File: config.mk
export PLATFORM = sky130hd
export DESIGN_NAME = cal_config_regs
export DESIGN_NICKNAME = d
export VERILOG_FILES = /design/src/hdl/cal_regs_pkg.sv /design/src/hdl/chan_link_if.sv /design/src/hdl/chan_apply.sv /design/src/hdl/cal_config_regs.sv
export SDC_FILE = /design/constraint.sdc
export NUM_CORES = 1
export LEC_CHECK = 0
export BUFFER_PORTS_ARGS = -buffer_cell sky130_fd_sc_hd__buf_2
export CAP_MARGIN = 10
export CORE_ASPECT_RATIO = 0.5
export CORE_MARGIN = 1
export CORE_UTILIZATION = 60
export DETAILED_ROUTE_END_ITERATION = 10
export HOLD_SLACK_MARGIN = 0.12
export PLACE_DENSITY = 0.91
export SKIP_LAST_GASP = 1
export SLEW_MARGIN = 10
export SYNTH_ARGS = -nofsm -noshare
export SYNTH_HDL_FRONTEND = slang
export SYNTH_SLANG_ARGS = --single-unit
File: constraint.sdc
create_clock -name ref_clk -period 16.2 [get_ports ref_clk]
set_clock_uncertainty 0.2 [all_clocks]
set_input_delay 0.81 -clock ref_clk [delete_from_list [all_inputs] [get_ports ref_clk]]
set_output_delay 0.81 -clock ref_clk [all_outputs]
set_load 0.005 [all_outputs]
File: src/hdl/cal_regs_pkg.sv
// constants and types of the channel calibration and setup register bank
// Behaviour
// Offset bits 23 to 8 sit in a 16-bit read/write high register.
// Offset bits 7 to 0 sit in bits 15 to 8 of a read/write low register.
// The joined 24-bit offset is a signed two's complement number.
// The 24-bit gain is an unsigned factor from zero to just below two.
// Gain bits 23 to 8 sit in a read/write high register reset to 8000h.
// Gain bits 7 to 0 sit in bits 15 to 8 of the low register, reset zero.
// Bits 7 to 0 of every offset and gain low register always read as zero.
// Setup bits 15 to 6 hold a signed delay in modulator clocks, reset zero.
// Setup bits 5 to 3 always read as zero.
// Setup bit 2 set turns the dc filter off for this channel only.
// Setup bits 1 to 0 pick pins, shorted, positive or negative test input.
// Every setup register resets to all zeros.
// The global 4-bit dc filter setting applies where the off bit is clear.
// Writes to reserved bits are dropped so they still read zero.
package cal_regs_pkg;

    // ****************************************
    // geometry
    // ****************************************
    localparam int CH_COUNT = 2;
    localparam int ADDR_W   = 8;
    localparam int IDX_W    = 5;
    localparam int IDX_LSB  = 2;

    // ****************************************
    // register indexes, byte address is four times the index
    // ****************************************
    localparam logic [IDX_W-1:0] IDX_THRESH_LOW       = 5'h08;
    localparam logic [IDX_W-1:0] IDX_CH0_SETUP        = 5'h09;
    localparam logic [IDX_W-1:0] IDX_CH0_OFS_HIGH     = 5'h0a;
    localparam logic [IDX_W-1:0] IDX_CH0_OFFSET_LOW   = 5'h0b;
    localparam logic [IDX_W-1:0] IDX_CH0_GAIN_HIGH    = 5'h0c;
    localparam logic [IDX_W-1:0] IDX_CH0_GAIN_LOW     = 5'h0d;
    localparam logic [IDX_W-1:0] IDX_CH1_SETUP        = 5'h0e;
    localparam logic [IDX_W-1:0] IDX_CH1_OFS_HIGH     = 5'h0f;
    localparam logic [IDX_W-1:0] IDX_CH1_OFFSET_LOW   = 5'h10;
    localparam logic [IDX_W-1:0] IDX_CH1_GAIN_HIGH    = 5'h11;
    localparam logic [IDX_W-1:0] IDX_CH1_GAIN_LOW     = 5'h12;

    // slot of each register inside a channel group
    localparam logic [IDX_W-1:0] SLOT_SETUP    = 5'h00;
    localparam logic [IDX_W-1:0] SLOT_OFS_HIGH = 5'h01;
    localparam logic [IDX_W-1:0] SLOT_OFS_LOW  = 5'h02;
    localparam logic [IDX_W-1:0] SLOT_GN_HIGH  = 5'h03;
    localparam logic [IDX_W-1:0] SLOT_GN_LOW   = 5'h04;

    localparam logic [CH_COUNT-1:0][IDX_W-1:0] CH_BASE_IDX =
        {IDX_CH1_SETUP, IDX_CH0_SETUP};

    // ****************************************
    // field layout
    // ****************************************
    localparam int DELAY_LSB  = 6;
    localparam int DELAY_W    = 10;
    localparam int RSV_LSB    = 3;
    localparam int RSV_W      = 3;
    localparam int DC_OFF_BIT = 2;
    localparam int SEL_LSB    = 0;
    localparam int SEL_W      = 2;
    localparam int LOW_LSB    = 8;
    localparam int LOW_W      = 8;
    localparam int DCSET_W    = 4;
    localparam int CORR_W     = 24;
    localparam int ROUTE_W    = 4;

    localparam logic [15:0] SETUP_WR_MASK = 16'hffc7;

    // ****************************************
    // reset values
    // ****************************************
    localparam logic [15:0]        SETUP_RST     = 16'h0000;
    localparam logic [15:0]        OFS_HIGH_RST  = 16'h0000;
    localparam logic [LOW_W-1:0]   OFS_LOW_RST   = 8'h00;
    localparam logic [15:0]        GAIN_HIGH_RST = 16'h8000;
    localparam logic [LOW_W-1:0]   GAIN_LOW_RST  = 8'h00;
    localparam logic [DCSET_W-1:0] DCSET_RST     = 4'h0;

    // ****************************************
    // input routing
    // ****************************************
    typedef enum logic [SEL_W-1:0] {
        SEL_PINS     = 2'h0,
        SEL_SHORT    = 2'h1,
        SEL_TEST_POS = 2'h2,
        SEL_TEST_NEG = 2'h3
    } input_sel_t;

    localparam logic [ROUTE_W-1:0] ROUTE_PINS     = 4'h1;
    localparam logic [ROUTE_W-1:0] ROUTE_SHORT    = 4'h2;
    localparam logic [ROUTE_W-1:0] ROUTE_TEST_POS = 4'h4;
    localparam logic [ROUTE_W-1:0] ROUTE_TEST_NEG = 4'h8;

endpackage

File: src/hdl/chan_link_if.sv
// register contents handed from the bank to one channel's apply stage
`timescale 1ns/1ps
interface chan_link_if;
    logic [15:0] setup;
    logic [15:0] ofs_high;
    logic [7:0]  ofs_low;
    logic [15:0] gain_high;
    logic [7:0]  gain_low;
    logic [3:0]  dc_global;

    modport src
    (
        output setup, ofs_high, ofs_low, gain_high, gain_low, dc_global
    );
    modport dst
    (
        input  setup, ofs_high, ofs_low, gain_high, gain_low, dc_global
    );
endinterface

File: src/hdl/chan_apply.sv
// per-channel decode of setup and correction words into datapath controls
`timescale 1ns/1ps
module chan_apply
    import cal_regs_pkg::*;
(
    input  wire logic                      ref_clk,
    input  wire logic                      reset,
    input  wire logic                      clk_en,
    chan_link_if.dst                       link,
    output logic signed [CORR_W-1:0]       offset_q,
    output logic        [CORR_W-1:0]       gain_q,
    output logic signed [DELAY_W-1:0]      delay_q,
    output logic                           dc_active_q,
    output logic        [DCSET_W-1:0]      dc_setting_q,
    output logic        [ROUTE_W-1:0]      route_q
);

    // ****************************************
    // next values
    // ****************************************
    logic signed [CORR_W-1:0]  offset_d;
    logic        [CORR_W-1:0]  gain_d;
    logic signed [DELAY_W-1:0] delay_d;
    logic                      dc_active_d;
    logic        [DCSET_W-1:0] dc_setting_d;
    logic        [ROUTE_W-1:0] route_d;
    input_sel_t                sel;

    always_comb
    begin
        offset_d = signed'({link.ofs_high, link.ofs_low});
        gain_d   = {link.gain_high, link.gain_low};
        delay_d  = signed'(link.setup[DELAY_LSB +: DELAY_W]);
        dc_active_d  = !link.setup[DC_OFF_BIT];
        dc_setting_d = dc_active_d ? link.dc_global : '0;
        sel = input_sel_t'(link.setup[SEL_LSB +: SEL_W]);
        unique case (sel)
            SEL_PINS:     route_d = ROUTE_PINS;
            SEL_SHORT:    route_d = ROUTE_SHORT;
            SEL_TEST_POS: route_d = ROUTE_TEST_POS;
            SEL_TEST_NEG: route_d = ROUTE_TEST_NEG;
        endcase
    end

    // ****************************************
    // registers
    // ****************************************
    always_ff @(posedge ref_clk or posedge reset)
    begin
        if (reset)
        begin
            offset_q     <= '0;
            gain_q       <= {GAIN_HIGH_RST, GAIN_LOW_RST};
            delay_q      <= '0;
            dc_active_q  <= 1'b1;
            dc_setting_q <= '0;
            route_q      <= ROUTE_PINS;
        end
        else if (clk_en)
        begin
            offset_q     <= offset_d;
            gain_q       <= gain_d;
            delay_q      <= delay_d;
            dc_active_q  <= dc_active_d;
            dc_setting_q <= dc_setting_d;
            route_q      <= route_d;
        end
    end

endmodule

File: src/hdl/cal_config_regs.sv
// apb register bank for channel setup, offset and gain correction
`timescale 1ns/1ps
module cal_config_regs
    import cal_regs_pkg::*;
(
    input  wire logic                                   ref_clk,
    input  wire logic                                   reset,
    input  wire logic                                   clk_en,
    input  wire logic                                   psel,
    input  wire logic                                   penable,
    input  wire logic                                   pwrite,
    input  wire logic [ADDR_W-1:0]                      paddr,
    input  wire logic [31:0]                            pwdata,
    input  wire logic [3:0]                             pstrb,
    output logic      [31:0]                            prdata,
    output logic                                        pready,
    output logic                                        pslverr,
    output logic      [CH_COUNT-1:0][CORR_W-1:0]        ch_offset,
    output logic      [CH_COUNT-1:0][CORR_W-1:0]        ch_gain,
    output logic      [CH_COUNT-1:0][DELAY_W-1:0]       ch_delay_cycles,
    output logic      [CH_COUNT-1:0]                    ch_dc_filter_active,
    output logic      [CH_COUNT-1:0][DCSET_W-1:0]       ch_dc_filter_setting,
    output logic      [CH_COUNT-1:0][ROUTE_W-1:0]       ch_route
);

    // ****************************************
    // bus decode
    // ****************************************
    logic [IDX_W-1:0]    acc_idx;
    logic                addr_ok;
    logic                map_hit;
    logic                low_hit;
    logic [15:0]         rd_word;
    logic                wr_done;
    logic [CH_COUNT-1:0] hit_setup;
    logic [CH_COUNT-1:0] hit_ofs_high;
    logic [CH_COUNT-1:0] hit_ofs_low;
    logic [CH_COUNT-1:0] hit_gain_high;
    logic [CH_COUNT-1:0] hit_gain_low;
    logic                hit_thresh;

    // register state
    logic [CH_COUNT-1:0][15:0]       setup_q;
    logic [CH_COUNT-1:0][15:0]       ofs_high_q;
    logic [CH_COUNT-1:0][LOW_W-1:0]  ofs_low_q;
    logic [CH_COUNT-1:0][15:0]       gain_high_q;
    logic [CH_COUNT-1:0][LOW_W-1:0]  gain_low_q;
    logic [DCSET_W-1:0]              dc_global_q;
    logic [DCSET_W-1:0]              dc_global_d;

    // transfer state
    logic        cap_q;
    logic        cap_d;
    logic [31:0] prdata_q;
    logic [31:0] prdata_d;

    function automatic logic [15:0] merge16
    (
        input logic [15:0] old,
        input logic [31:0] wd,
        input logic [3:0]  st
    );
        logic [15:0] r;
        r = old;
        if (st[0])
            r[7:0] = wd[7:0];
        if (st[1])
            r[15:8] = wd[15:8];
        return r;
    endfunction

    assign acc_idx    = paddr[IDX_LSB +: IDX_W];
    assign addr_ok    = (paddr[1:0] == 2'h0) && !paddr[ADDR_W-1];
    assign hit_thresh = addr_ok && (acc_idx == IDX_THRESH_LOW);
    assign map_hit    = hit_thresh | (|hit_setup) | (|hit_ofs_high)
                      | (|hit_ofs_low) | (|hit_gain_high) | (|hit_gain_low);
    assign low_hit    = (|hit_ofs_low) | (|hit_gain_low);

    // ****************************************
    // apb handshake
    // ****************************************
    assign pready  = psel && penable && cap_q && clk_en;
    assign pslverr = pready && !map_hit;
    assign wr_done = pready && pwrite && map_hit;
    assign prdata  = prdata_q;

    always_comb
    begin
        rd_word = '0;
        if (hit_thresh)
            rd_word[DCSET_W-1:0] = dc_global_q;
        for (int c = 0; c < CH_COUNT; c++)
        begin
            if (hit_setup[c])
                rd_word = setup_q[c];
            if (hit_ofs_high[c])
                rd_word = ofs_high_q[c];
            if (hit_ofs_low[c])
                rd_word = {ofs_low_q[c], 8'h00};
            if (hit_gain_high[c])
                rd_word = gain_high_q[c];
            if (hit_gain_low[c])
                rd_word = {gain_low_q[c], 8'h00};
        end
    end

    // read data is caught in the first enabled cycle of a transfer
    always_comb
    begin
        cap_d    = cap_q;
        prdata_d = prdata_q;
        if (pready)
            cap_d = 1'b0;
        else if (psel && !cap_q)
        begin
            cap_d    = 1'b1;
            prdata_d = {16'h0000, rd_word};
        end
    end

    always_ff @(posedge ref_clk or posedge reset)
    begin
        if (reset)
        begin
            cap_q    <= 1'b0;
            prdata_q <= '0;
        end
        else if (clk_en)
        begin
            cap_q    <= cap_d;
            prdata_q <= prdata_d;
        end
    end

    // ****************************************
    // global dc filter setting
    // ****************************************
    always_comb
    begin
        dc_global_d = dc_global_q;
        if (wr_done && hit_thresh && pstrb[0])
            dc_global_d = pwdata[DCSET_W-1:0];
    end

    always_ff @(posedge ref_clk or posedge reset)
    begin
        if (reset)
            dc_global_q <= DCSET_RST;
        else if (clk_en)
            dc_global_q <= dc_global_d;
    end

    // ****************************************
    // per-channel registers and apply stage
    // ****************************************
    chan_link_if link [CH_COUNT] ();

    for (genvar g = 0; g < CH_COUNT; g++)
    begin : g_chan
        logic [15:0]      setup_d;
        logic [15:0]      ofs_high_d;
        logic [LOW_W-1:0] ofs_low_d;
        logic [15:0]      gain_high_d;
        logic [LOW_W-1:0] gain_low_d;

        assign hit_setup[g]     = addr_ok
                                && (acc_idx == CH_BASE_IDX[g] + SLOT_SETUP);
        assign hit_ofs_high[g]  = addr_ok
                                && (acc_idx == CH_BASE_IDX[g] + SLOT_OFS_HIGH);
        assign hit_ofs_low[g]   = addr_ok
                                && (acc_idx == CH_BASE_IDX[g] + SLOT_OFS_LOW);
        assign hit_gain_high[g] = addr_ok
                                && (acc_idx == CH_BASE_IDX[g] + SLOT_GN_HIGH);
        assign hit_gain_low[g]  = addr_ok
                                && (acc_idx == CH_BASE_IDX[g] + SLOT_GN_LOW);

        always_comb
        begin
            setup_d     = setup_q[g];
            ofs_high_d  = ofs_high_q[g];
            ofs_low_d   = ofs_low_q[g];
            gain_high_d = gain_high_q[g];
            gain_low_d  = gain_low_q[g];
            if (wr_done && hit_setup[g])
                setup_d = merge16(setup_q[g], pwdata, pstrb)
                        & SETUP_WR_MASK;
            if (wr_done && hit_ofs_high[g])
                ofs_high_d = merge16(ofs_high_q[g], pwdata, pstrb);
            if (wr_done && hit_ofs_low[g] && pstrb[1])
                ofs_low_d = pwdata[LOW_LSB +: LOW_W];
            if (wr_done && hit_gain_high[g])
                gain_high_d = merge16(gain_high_q[g], pwdata, pstrb);
            if (wr_done && hit_gain_low[g] && pstrb[1])
                gain_low_d = pwdata[LOW_LSB +: LOW_W];
        end

        always_ff @(posedge ref_clk or posedge reset)
        begin
            if (reset)
            begin
                setup_q[g]     <= SETUP_RST;
                ofs_high_q[g]  <= OFS_HIGH_RST;
                ofs_low_q[g]   <= OFS_LOW_RST;
                gain_high_q[g] <= GAIN_HIGH_RST;
                gain_low_q[g]  <= GAIN_LOW_RST;
            end
            else if (clk_en)
            begin
                setup_q[g]     <= setup_d;
                ofs_high_q[g]  <= ofs_high_d;
                ofs_low_q[g]   <= ofs_low_d;
                gain_high_q[g] <= gain_high_d;
                gain_low_q[g]  <= gain_low_d;
            end
        end

        assign link[g].setup     = setup_q[g];
        assign link[g].ofs_high  = ofs_high_q[g];
        assign link[g].ofs_low   = ofs_low_q[g];
        assign link[g].gain_high = gain_high_q[g];
        assign link[g].gain_low  = gain_low_q[g];
        assign link[g].dc_global = dc_global_q;

        chan_apply u_apply
        (
            .ref_clk      (ref_clk),
            .reset        (reset),
            .clk_en       (clk_en),
            .link         (link[g]),
            .offset_q     (ch_offset[g]),
            .gain_q       (ch_gain[g]),
            .delay_q      (ch_delay_cycles[g]),
            .dc_active_q  (ch_dc_filter_active[g]),
            .dc_setting_q (ch_dc_filter_setting[g]),
            .route_q      (ch_route[g])
        );
    end
endmodule

==> flow_summary.ini, run 1 <==
[timing]
hold_violations = 0
worst_slack_ps = 12820
fin_crit_ps = 3380
drv_slew = 0
relSlewSlack_pct = 26.0
worst_slew_pin_slew_ps = 1110
min_period_over_period_pct = 20.9
setup_violations = 0
setup-tns-final_ps = 0
rsz0062_at_grt = false
fmax_mhz = 296

[drt]
wire_per_inst_um = 22.0
ant_nets = 0
drtPass1Iterations = 6
drc = 0
via_per_inst = 6.05
vias = 7828
drtIter0Drc = 551
routed_wl_mm = 28.5

[global_route]
track_usage_pct = 28.9
overflow = 0
grt_pass1_vias = 8063
antenna_found_initial = 0
grt_start_max_net_pins = 131
grt_pass1_wl_mm = 44.4

[finish]
seqCellArea_um2 = 6940
layout.nets = 1067
layoutNonFillerInstCount = 1293
filler_cell_count = 1208
syn2layout_area_growth_pct = 16.1
multiInputGateArea_um2 = 4440
num_antenna_cells = 0
drive_gt1_share_pct = 48.0

[logic_synthesis]
syn_area_per_cell_um2 = 13.7
yosysWarnings = 0
seq_area_frac_synth_pct = 59.5
synth-edff-count = 0
synth_seq_cells = 277
async_flop_share_pct = 100
synthCells = 852
synthFlopType = dfrtp_1
ys_types = 51
syn_area_um2 = 11700

[clock_network]
cts_hold_buf = 0
cts.repair.resized = 0
cts_buffers = 24
clockBufferDepth = 3
clkLatencyLatePin_ps = 510
post_cts_buffers = 0
cts_tree = built
cts-root-buf = clkbuf_16
htree_levels = 1
clock-sinks = 277
clk_pin_slew_worst_paths_ps = 60

[place]
io_buffers = 183
dp_slack_ps = 12440
dpl.cell_count = 1250
dp_hpwl_mm = 19.2
gp_congestion = 0.799

[floorplanning]
die_w_um = 199
io_pins = 218
die_h_um = 101
die_area_um2 = 20000
core_um2 = 18700
start_util_pct = 62.4
rows = 35

[pwr]
seqPwrFrac_pct = 51.4
p_leak_nw = 7.16
p_int_mw = 1.06
peakVddDrop_v = 0.0000780
p_sw_mw = 0.300
p_per_area_nw_per_um2 = 101
clock_power_share_pct = 43.8
pwr-share-comb_pct = 4.8
switching_share_pct = 22.1

[critical_path]
cp_data_arrival_time_ps = 2370
crit_top_cell = buf_2
r2r_cells = 4
path_cells = buf_2, buf_4, nand2_1, a21oi_1, buf_2
cp_num_buf_inv = 3
path_class = in2out
crit_cells = 5
setup.worst_path.end_class = output port
crit_family = buffers and inverters
crit_fanout = 60
critical_path_required_ps = 15190
startpoint_type = input port
critical_path.max_stage_delay_ps = 630
slowest_stage = buf_4

[outcome]
outcome = completed

[min_path]
hold_path.class = in2async

[job]
max_cap_violations = 0
state kept, by name, summed over array words and instances (netlist names), 16 cells and up:
register and cells:
g_chan.u_apply.gain_q 48, prdata 16, link.setup 26, link.gain_low 16, link.ofs_low 16, g_chan.u_apply.delay_q 20
link.ofs_high 32, g_chan.u_apply.offset_q 48, link.gain_high 32
power groups by stage:
stage,registers [mW],logic (mW),clock network (mW)
final,0.700,0.0649,0.597
after detailed placement,0.713,0.0646,0
after global placement,0.713,0.0618,0
after global routing,0.700,0.0712,0.632
after CTS,0.700,0.0651,0.602
after floorplan,0.713,0.0447,0
cells in the final DEF (no fill, tap or decap), drive strengths merged, types with 6 or more instances in the layout:
cell,netlist,final
a21oi,20,20
a22oi,19,19
buf,39,192
clkbuf,29,35
conb,1,16
dfrtp,269,269
dfstp,8,8
inv,8,9
mux2,250,250
mux2i,9,9
nand2,43,43
nand3,24,24
nor2,24,24
nor2b,8,8
nor3,6,6
o211ai,6,6
o21ai,19,19
o22ai,6,6
o2bb2ai,8,8
cells in the mapped netlist (9+ instances only):
library cell	number	share of area, %
nand3_1	23	0.99
mux2_2	248	24
nand2_1	43	1.4
a22oi_1	19	1.2
o21ai_0	19	0.82
clkbuf_1	29	0.93
buf_1	13	0.42
a21oi_1	20	0.86
buf_4	19	1.2
nor2_1	20	0.64
mux2i_1	9	0.77
dfrtp_1	269	58
through the flow:
step           util, %  hold slack [ps]  cell area [µm²]  total power [mW]
2_1_floorplan        -              226            11700             0.757
3_3_place_gp      68.0              256            12700             0.775
3_5_place_dp      68.0              272            12700             0.778
4_1_cts           72.4              286            13500              1.37
5_1_grt           72.4              297            13500              1.40
6_report          72.4              283            13500              1.36
path summary, 6_finish.rpt:
path / start / endpoint / slack (ps)
setup / recovery: paddr[2] / pslverr / 12820
hold / removal: reset / g_chan[0].u_apply.gain_q[15]$_DFFE_PP0P_ / 280
setup reg to reg: cap_q$_DFFE_PP0P_ / prdata[12]$_DFFE_PP0P_ / 13150
hold reg to reg: g_chan[1].u_apply.dc_setting_q[1]$_DFFE_PP0P_ / g_chan[1].u_apply.dc_setting_q[1]$_DFFE_PP0P_ / 290
max in group asynchronous: reset / g_chan[0].u_apply.route_q[3]$_DFFE_PP0P_ / 13940
min in group ref_clk: g_chan[1].u_apply.dc_setting_q[1]$_DFFE_PP0P_ / g_chan[1].u_apply.dc_setting_q[1]$_DFFE_PP0P_ / 290
cell families (layout without fill, tap and decap cells):
| logic type | after synthesis | after routing | synth area share [%] |
|---|---|---|---|
| compound gates | 118 | 118 | 7.11 |
| buf+inv | 76 | 243 | 3.13 |
| simple gates | 121 | 121 | 5.33 |
| other cells | 1 | 16 | 0.0321 |
| flops | 277 | 277 | 59.5 |
| mux | 259 | 259 | 24.9 |
cell type report:
class	instances	area share [%]
clock inverter	8	0.915
sequential	277	51.3
timing repair buffer	192	7.28
tap	259	2.39
clock buffer	35	5.12
multi-input combinational	514	32.8
inverter	8	0.277
per-layer routing:
| metal | track usage, % | share of wire [%] |
|---|---|---|
| met4 | 7.10 | 2.0 |
| met2 | 49.5 | 50 |
| met3 | 5.19 | 5.7 |
| met5 | 0 | 0 |
| met1 | 38.7 | 42 |
Note: power is estimated with default switching activity, not from simulation.
==> run 2, diff against run 1 <==
--- a/config.mk
+++ b/config.mk
@@ -9,10 +9,10 @@
 export CAP_MARGIN = 10
 export CORE_ASPECT_RATIO = 0.5
 export CORE_MARGIN = 1
-export CORE_UTILIZATION = 60
+export CORE_UTILIZATION = 56
 export DETAILED_ROUTE_END_ITERATION = 10
 export HOLD_SLACK_MARGIN = 0.12
-export PLACE_DENSITY = 0.91
+export PLACE_DENSITY = 0.86
 export SKIP_LAST_GASP = 1
 export SLEW_MARGIN = 10
 export SYNTH_ARGS = -nofsm -noshare
==> constraint.sdc (replaced) <==
create_clock -name ref_clk -period 3.2 [get_ports ref_clk]
set_clock_uncertainty 0.2 [all_clocks]
set_input_delay 0.16 -clock ref_clk [delete_from_list [all_inputs] [get_ports ref_clk]]
set_output_delay 0.16 -clock ref_clk [all_outputs]
set_load 0.005 [all_outputs]
==> run 2 against run 1 <==
  * Count of clock-buffer cells in the layout is 1 higher
  * Register-to-register slack worse by 13000 ps
  * Via count increased by 0.98%
  * Final cell count up 3.9%
  * Critical path type is now in2reg
  * Critical endpoint is now link[0].gain_high[15]$_DFFE_PP1P_
  * Highest routed layer unchanged
==> flow_summary.ini, run 2 (synthesized netlist as in run 1, its figures left out) <==
[timing]
fin_crit_ps = 2890
setup-tns-final_ps = 0
worst_slack_ps = 312
hold_ws_ps = 149
drv_slew = 0
fmax_mhz = 346
rsz0062_at_grt = false
relSlewSlack_pct = 46.1
worst_slew_pin_slew_ps = 809
min_period_over_period_pct = 90.3
hold_violations = 0
setup_violations = 0

[finish]
layout.nets = 1112
layout_common_cells = dfrtp_1, mux2_2, buf_2
layoutNonFillerInstCount = 1343
layout_commonest_cell = dfrtp_1
reg.largest.list = g_chan.u_apply.gain_q x48, g_chan.u_apply.offset_q x48
num_antenna_cells = 0
filler_cell_count = 1350
syn2layout_area_growth_pct = 19.3
drive_gt1_share_pct = 47.3

[critical_path]
crit_cells = 8
r2r_cells = 6
crit_family = simple AND/OR/NAND/NOR gates
critical_path.max_stage_delay_ps = 570
slowest_stage = dlygate4sd3_1
crit_top_cell = dlygate4sd3_1
reg2reg_from = cap_q$_DFFE_PP0P_
startpoint_type = input port
path_cells = dlygate4sd3_1, buf_2, nor3_2, nand4b_1, or2_1, nor3_4, mux2_1, dlygate4sd3_1
crit_fanout = 8
startpoint = paddr[7]
critical_path_required_ps = 3460
setup.worst_path.end_class = flip-flop
path_class = in2reg
cp_data_arrival_time_ps = 3150
cp_num_buf_inv = 3

[place]
gp_congestion = 0.907
io_buffers = 183
dp_slack_ps = 504
dpl.cell_count = 1268
dp_hpwl_mm = 19.5

[clock_network]
cts_tree = built
clockBufferDepth = 3
cts_buffers = 24
clk_pin_slew_worst_paths_ps = 70
cts-root-buf = clkbuf_16
clock-sinks = 277
cts.repair.resized = 0
clkLatencyLatePin_ps = 540
htree_levels = 1

[floorplanning]
die_h_um = 104
start_util_pct = 58.6
die_area_um2 = 21500
core_um2 = 19900
rows = 36
io_pins = 218
die_w_um = 206

[drt]
vias = 7905
ant_nets = 0
via_per_inst = 5.89
wire_per_inst_um = 21.1
drc = 0
drtPass1Iterations = 5
routed_wl_mm = 28.3
drtIter0Drc = 670

[global_route]
antenna_found_initial = 0
grt_pass1_vias = 8087
grt_start_max_net_pins = 141
track_usage_pct = 26.8
grt_pass1_wl_mm = 44.7
overflow = 0

[outcome]
outcome = completed

[pwr]
p_per_area_nw_per_um2 = 482
clock_power_share_pct = 41.7
peakVddDrop_v = 0.000298
fin_total_pwr_mw = 6.71
pwr-share-comb_pct = 5.5
seqPwrFrac_pct = 52.9
switching_share_pct = 22.5
p_leak_nw = 7.35
p_int_mw = 5.20
p_sw_mw = 1.51

[min_path]
holdPathStages = 6
hold_path.class = in2reg
hp-start = paddr[0]

[job]
max_cap_violations = 0
-- run 2: changes by cell type in the layout (fill, tap and decap cells not counted) --
cell	delta
dlygate4sd3_1	+32
buf_12	+2
clkbuf_1	-2
clkbuf_16	-1
inv_6	-1
nor4_2	+1
clkinv_8	+1
buf_4	+11
clkinv_2	+2
clkbuf_8	+4
bufinv_16	-3
nor4_4	-1
inv_8	-1
clkinvlp_4	-1
-- run 2: worst min-delay path: cells and delay by family --
family | cells | cell delay, ps
simple gates | 3 | 340
buf+inv | 1 | 80
compound gates | 2 | 260
-- run 2: worst paths after layout --
kind	end	slack, ps
max in group asynchronous	g_chan[1].u_apply.offset_q[23]$_DFFE_PP0P_	1220
min reg2reg	g_chan[0].u_apply.route_q[2]$_DFFE_PP0P_	280
min in group asynchronous	g_chan[0].u_apply.offset_q[14]$_DFFE_PP0P_	550
min	prdata[15]$_DFFE_PP0P_	150
max reg2reg	link[0].gain_high[15]$_DFFE_PP1P_	440
max	link[0].gain_high[15]$_DFFE_PP1P_	310
-- run 2: power by group through the flow --
stage	Clock (mW)	Sequential, mW	Combinational, mW
2_1_floorplan	0	3.61	0.227
3_3_place_gp	0	3.61	0.321
3_5_place_dp	0	3.61	0.332
4_1_cts	2.85	3.54	0.365
5_1_grt	2.98	3.54	0.403
6_report	2.80	3.55	0.367
-- run 2: per-stage QoR --
stage | util [%] | instance area (µm²)
floorplan | - | 11700
global placement | 64.4 | 12800
detailed placement | 64.4 | 12800
CTS | 69.8 | 13900
global route | 69.9 | 13900
finish | 69.9 | 13900
-- run 2: per-layer routing --
layer	vias up	wire length, µm	track usage, %
met3	56	1700	5.11
met2	300	13900	43.6
li1	3480	-	-
met1	4069	12000	36.8
met5	-	0	0
met4	0	688	7.56
-- run 2: cell type report --
cell class	instances	area (µm²)	area share [%]
sequential	277	6940	49.9
inverter	8	33.8	0.243
tap	266	333	2.39
timing repair buffer	237	1430	10.3
multi-input combinational	514	4430	31.8
clock buffer	36	716	5.14
clock inverter	5	36.3	0.261
-- run 2: timing repair --
action	in CTS	in global routing
setup buffers	0	2
hold endpoints to repair	418	0
hold buffers	32	0
endpoints found under the setup margin	0	1
==> run 3, diff against run 2 <==
--- a/config.mk
+++ b/config.mk
@@ -7,9 +7,11 @@
 export LEC_CHECK = 0
 export BUFFER_PORTS_ARGS = -buffer_cell sky130_fd_sc_hd__buf_2
 export CAP_MARGIN = 10
+export CELL_PAD_IN_SITES_DETAIL_PLACEMENT = 1
+export CELL_PAD_IN_SITES_GLOBAL_PLACEMENT = 1
 export CORE_ASPECT_RATIO = 0.5
 export CORE_MARGIN = 1
-export CORE_UTILIZATION = 56
+export CORE_UTILIZATION = 45
 export DETAILED_ROUTE_END_ITERATION = 10
 export HOLD_SLACK_MARGIN = 0.12
 export PLACE_DENSITY = 0.86
==> run 3 against run 2 <==
  * Maximum frequency grew 2.4%
  * Sequential power barely moved
  * Setup slack better by 68 ps
  * Count of clock-buffer cells in the layout shrank 1
  * Worst hold slack lost 38 ps
  * Critical path depth down 1
  * Critical endpoint is now link[1].gain_low[3]$_DFFE_PP0P_
==> flow_summary.ini, run 3 (synthesized netlist as in run 1, its figures left out) <==
[finish]
seqCellArea_um2 = 6940
syn2layout_area_growth_pct = 20.7
num_antenna_cells = 0
layout_common_cells = dfrtp_1, mux2_2, buf_2
layoutNonFillerInstCount = 1424
filler_cell_count = 2601
layout_commonest_cell = dfrtp_1
layout.nets = 1111
drive_gt1_share_pct = 48.1
finish.utilization_pct = 55.6
reg.largest.list = g_chan.u_apply.gain_q x48, g_chan.u_apply.offset_q x48
final_area_um2 = 14100
multiInputGateArea_um2 = 4430

[critical_path]
path_cells = dlygate4sd3_1, buf_2, nor3_2, dlygate4sd3_1, nand3_1, nor2_1, mux2_2
reg2reg_to = link[0].ofs_low[1]$_DFFE_PP0P_
setup.worst_path.end_class = flip-flop
crit_fanout = 8
crit_cells = 7
reg2reg_from = cap_q$_DFFE_PP0P_
startpoint = paddr[7]
crit_family = buffers and inverters
startpoint_type = input port
critical_path.max_stage_delay_ps = 680
crit_top_cell = dlygate4sd3_1
cp_data_arrival_time_ps = 3070
slowest_stage = nor2_1
reg2reg_slack_ps = 640
critical_path_required_ps = 3450
cp_num_buf_inv = 3
path_class = in2reg
cp-endpoint = link[1].gain_low[3]$_DFFE_PP0P_
r2r_cells = 5

[drt]
routed_wl_mm = 34.8
wl_met2_mm = 17.8
ant_nets = 0
drtIter0Drc = 535
route.layer.met1.wl_mm = 14.2
routed.top_layer = met4
drc = 0
wire_per_inst_um = 24.4
wl_met3_mm = 1.39
vias = 8188
via_per_inst = 5.75
drtPass1Iterations = 5

[job]
max_cap_violations = 0

[min_path]
hold_path.class = in2async

[timing]
min_period_over_period_pct = 88.1
rsz0062_at_grt = false
relSlewSlack_pct = 35.5
drv_slew = 0
hold_violations = 0
worst_slew_pin_slew_ps = 965
fmax_mhz = 355
worst_slack_ps = 380
fin_crit_ps = 2820
setup_violations = 0

[place]
dp_slack_ps = 596
gp_congestion = 0.831
io_buffers = 183
dpl-instance-area_um2 = 13000
dpl.cell_count = 1350
dp_hpwl_mm = 22.3

[global_route]
grt_pass1_vias = 9072
grt_pass1_wl_mm = 53.5
overflow = 0
grt_start_max_net_pins = 60
antenna_found_initial = 0
track_usage_pct = 26.1

[clock_network]
post_cts_buffers = 0
cts-root-buf = clkbuf_16
cts_buffers = 25
htree_levels = 1
clockBufferDepth = 3
clk_pin_slew_worst_paths_ps = 70
clock-sinks = 277
clkLatencyLatePin_ps = 570
cts.repair.resized = 0
cts_tree = built
cts_hold_buf = 28

[floorplanning]
die_w_um = 230
die_h_um = 116
start_util_pct = 46.0
io_pins = 218
core_um2 = 25300
rows = 41
die_area_um2 = 26600

[pwr]
p_per_area_nw_per_um2 = 501
p_leak_nw = 7.37
fin_total_pwr_mw = 7.06
peakVddDrop_v = 0.000351

[outcome]
outcome = completed
-- run 3: cell types whose count changed in the layout (fill, tap and decap cells not counted) --
cell and delta:
clkinv_2 +1, clkbuf_8 +1, inv_16 +1, bufinv_16 +1
buf_4 +2, clkinvlp_4 +4, clkbuf_1 -3, clkbuf_16 +1
dlygate4sd3_1 -4, clkinv_8 -1
-- run 3: area by class of cell --
type / instances / area share (%)
Tap cell: 344 / 3.06
Multi-Input combinational cell: 514 / 31.4
Inverter: 8 / 0.240
Timing Repair Buffer: 235 / 9.97
Clock buffer: 35 / 5.28
Sequential cell: 277 / 49.3
Clock inverter: 11 / 0.746
-- run 3: where the power goes --
group / total (mW) / switching [mW] / internal [mW]
clock: 3.13 / 1.42 / 1.72
combinational: 0.383 / 0.257 / 0.126
sequential: 3.55 / 0.0196 / 3.53
-- run 3: through the flow --
step / hold slack [ps] / TNS [ps]
after floorplan: 76.8 / -220260
after global placement: 154 / 0
after detailed placement: 162 / 0
after CTS: 122 / 0
after global routing: 153 / 0
final: 111 / 0
-- run 3: tightest hold or removal path, stage by stage --
cell,delay (ps)
dlygate4sd3_1,530
buf_2,130
clkinvlp_4,550
-- run 3: per-layer routing --
layer,vias to the layer above,global-route usage [%]
met1,4353,32.2
met2,269,46.2
met4,0,11.3
met5,-,0
li1,3467,-
met3,99,4.33
-- run 3: worst min-delay path by stage --
stage / from / end / slack (ps) / cells after the start
2_1_floorplan: pwdata[0] / link[0].gain_high[0]$_DFFE_PP0P_ / 80 / 2
3_3_place_gp: reset / g_chan[0].u_apply.offset_q[6]$_DFFE_PP0P_ / 150 / 2
3_5_place_dp: reset / g_chan[0].u_apply.delay_q[8]$_DFFE_PP0P_ / 160 / 2
4_1_cts: paddr[0] / prdata[10]$_DFFE_PP0P_ / 120 / 6
5_1_grt: paddr[0] / prdata[10]$_DFFE_PP0P_ / 150 / 6
6_report: reset / g_chan[0].u_apply.delay_q[8]$_DFFE_PP0P_ / 110 / 3
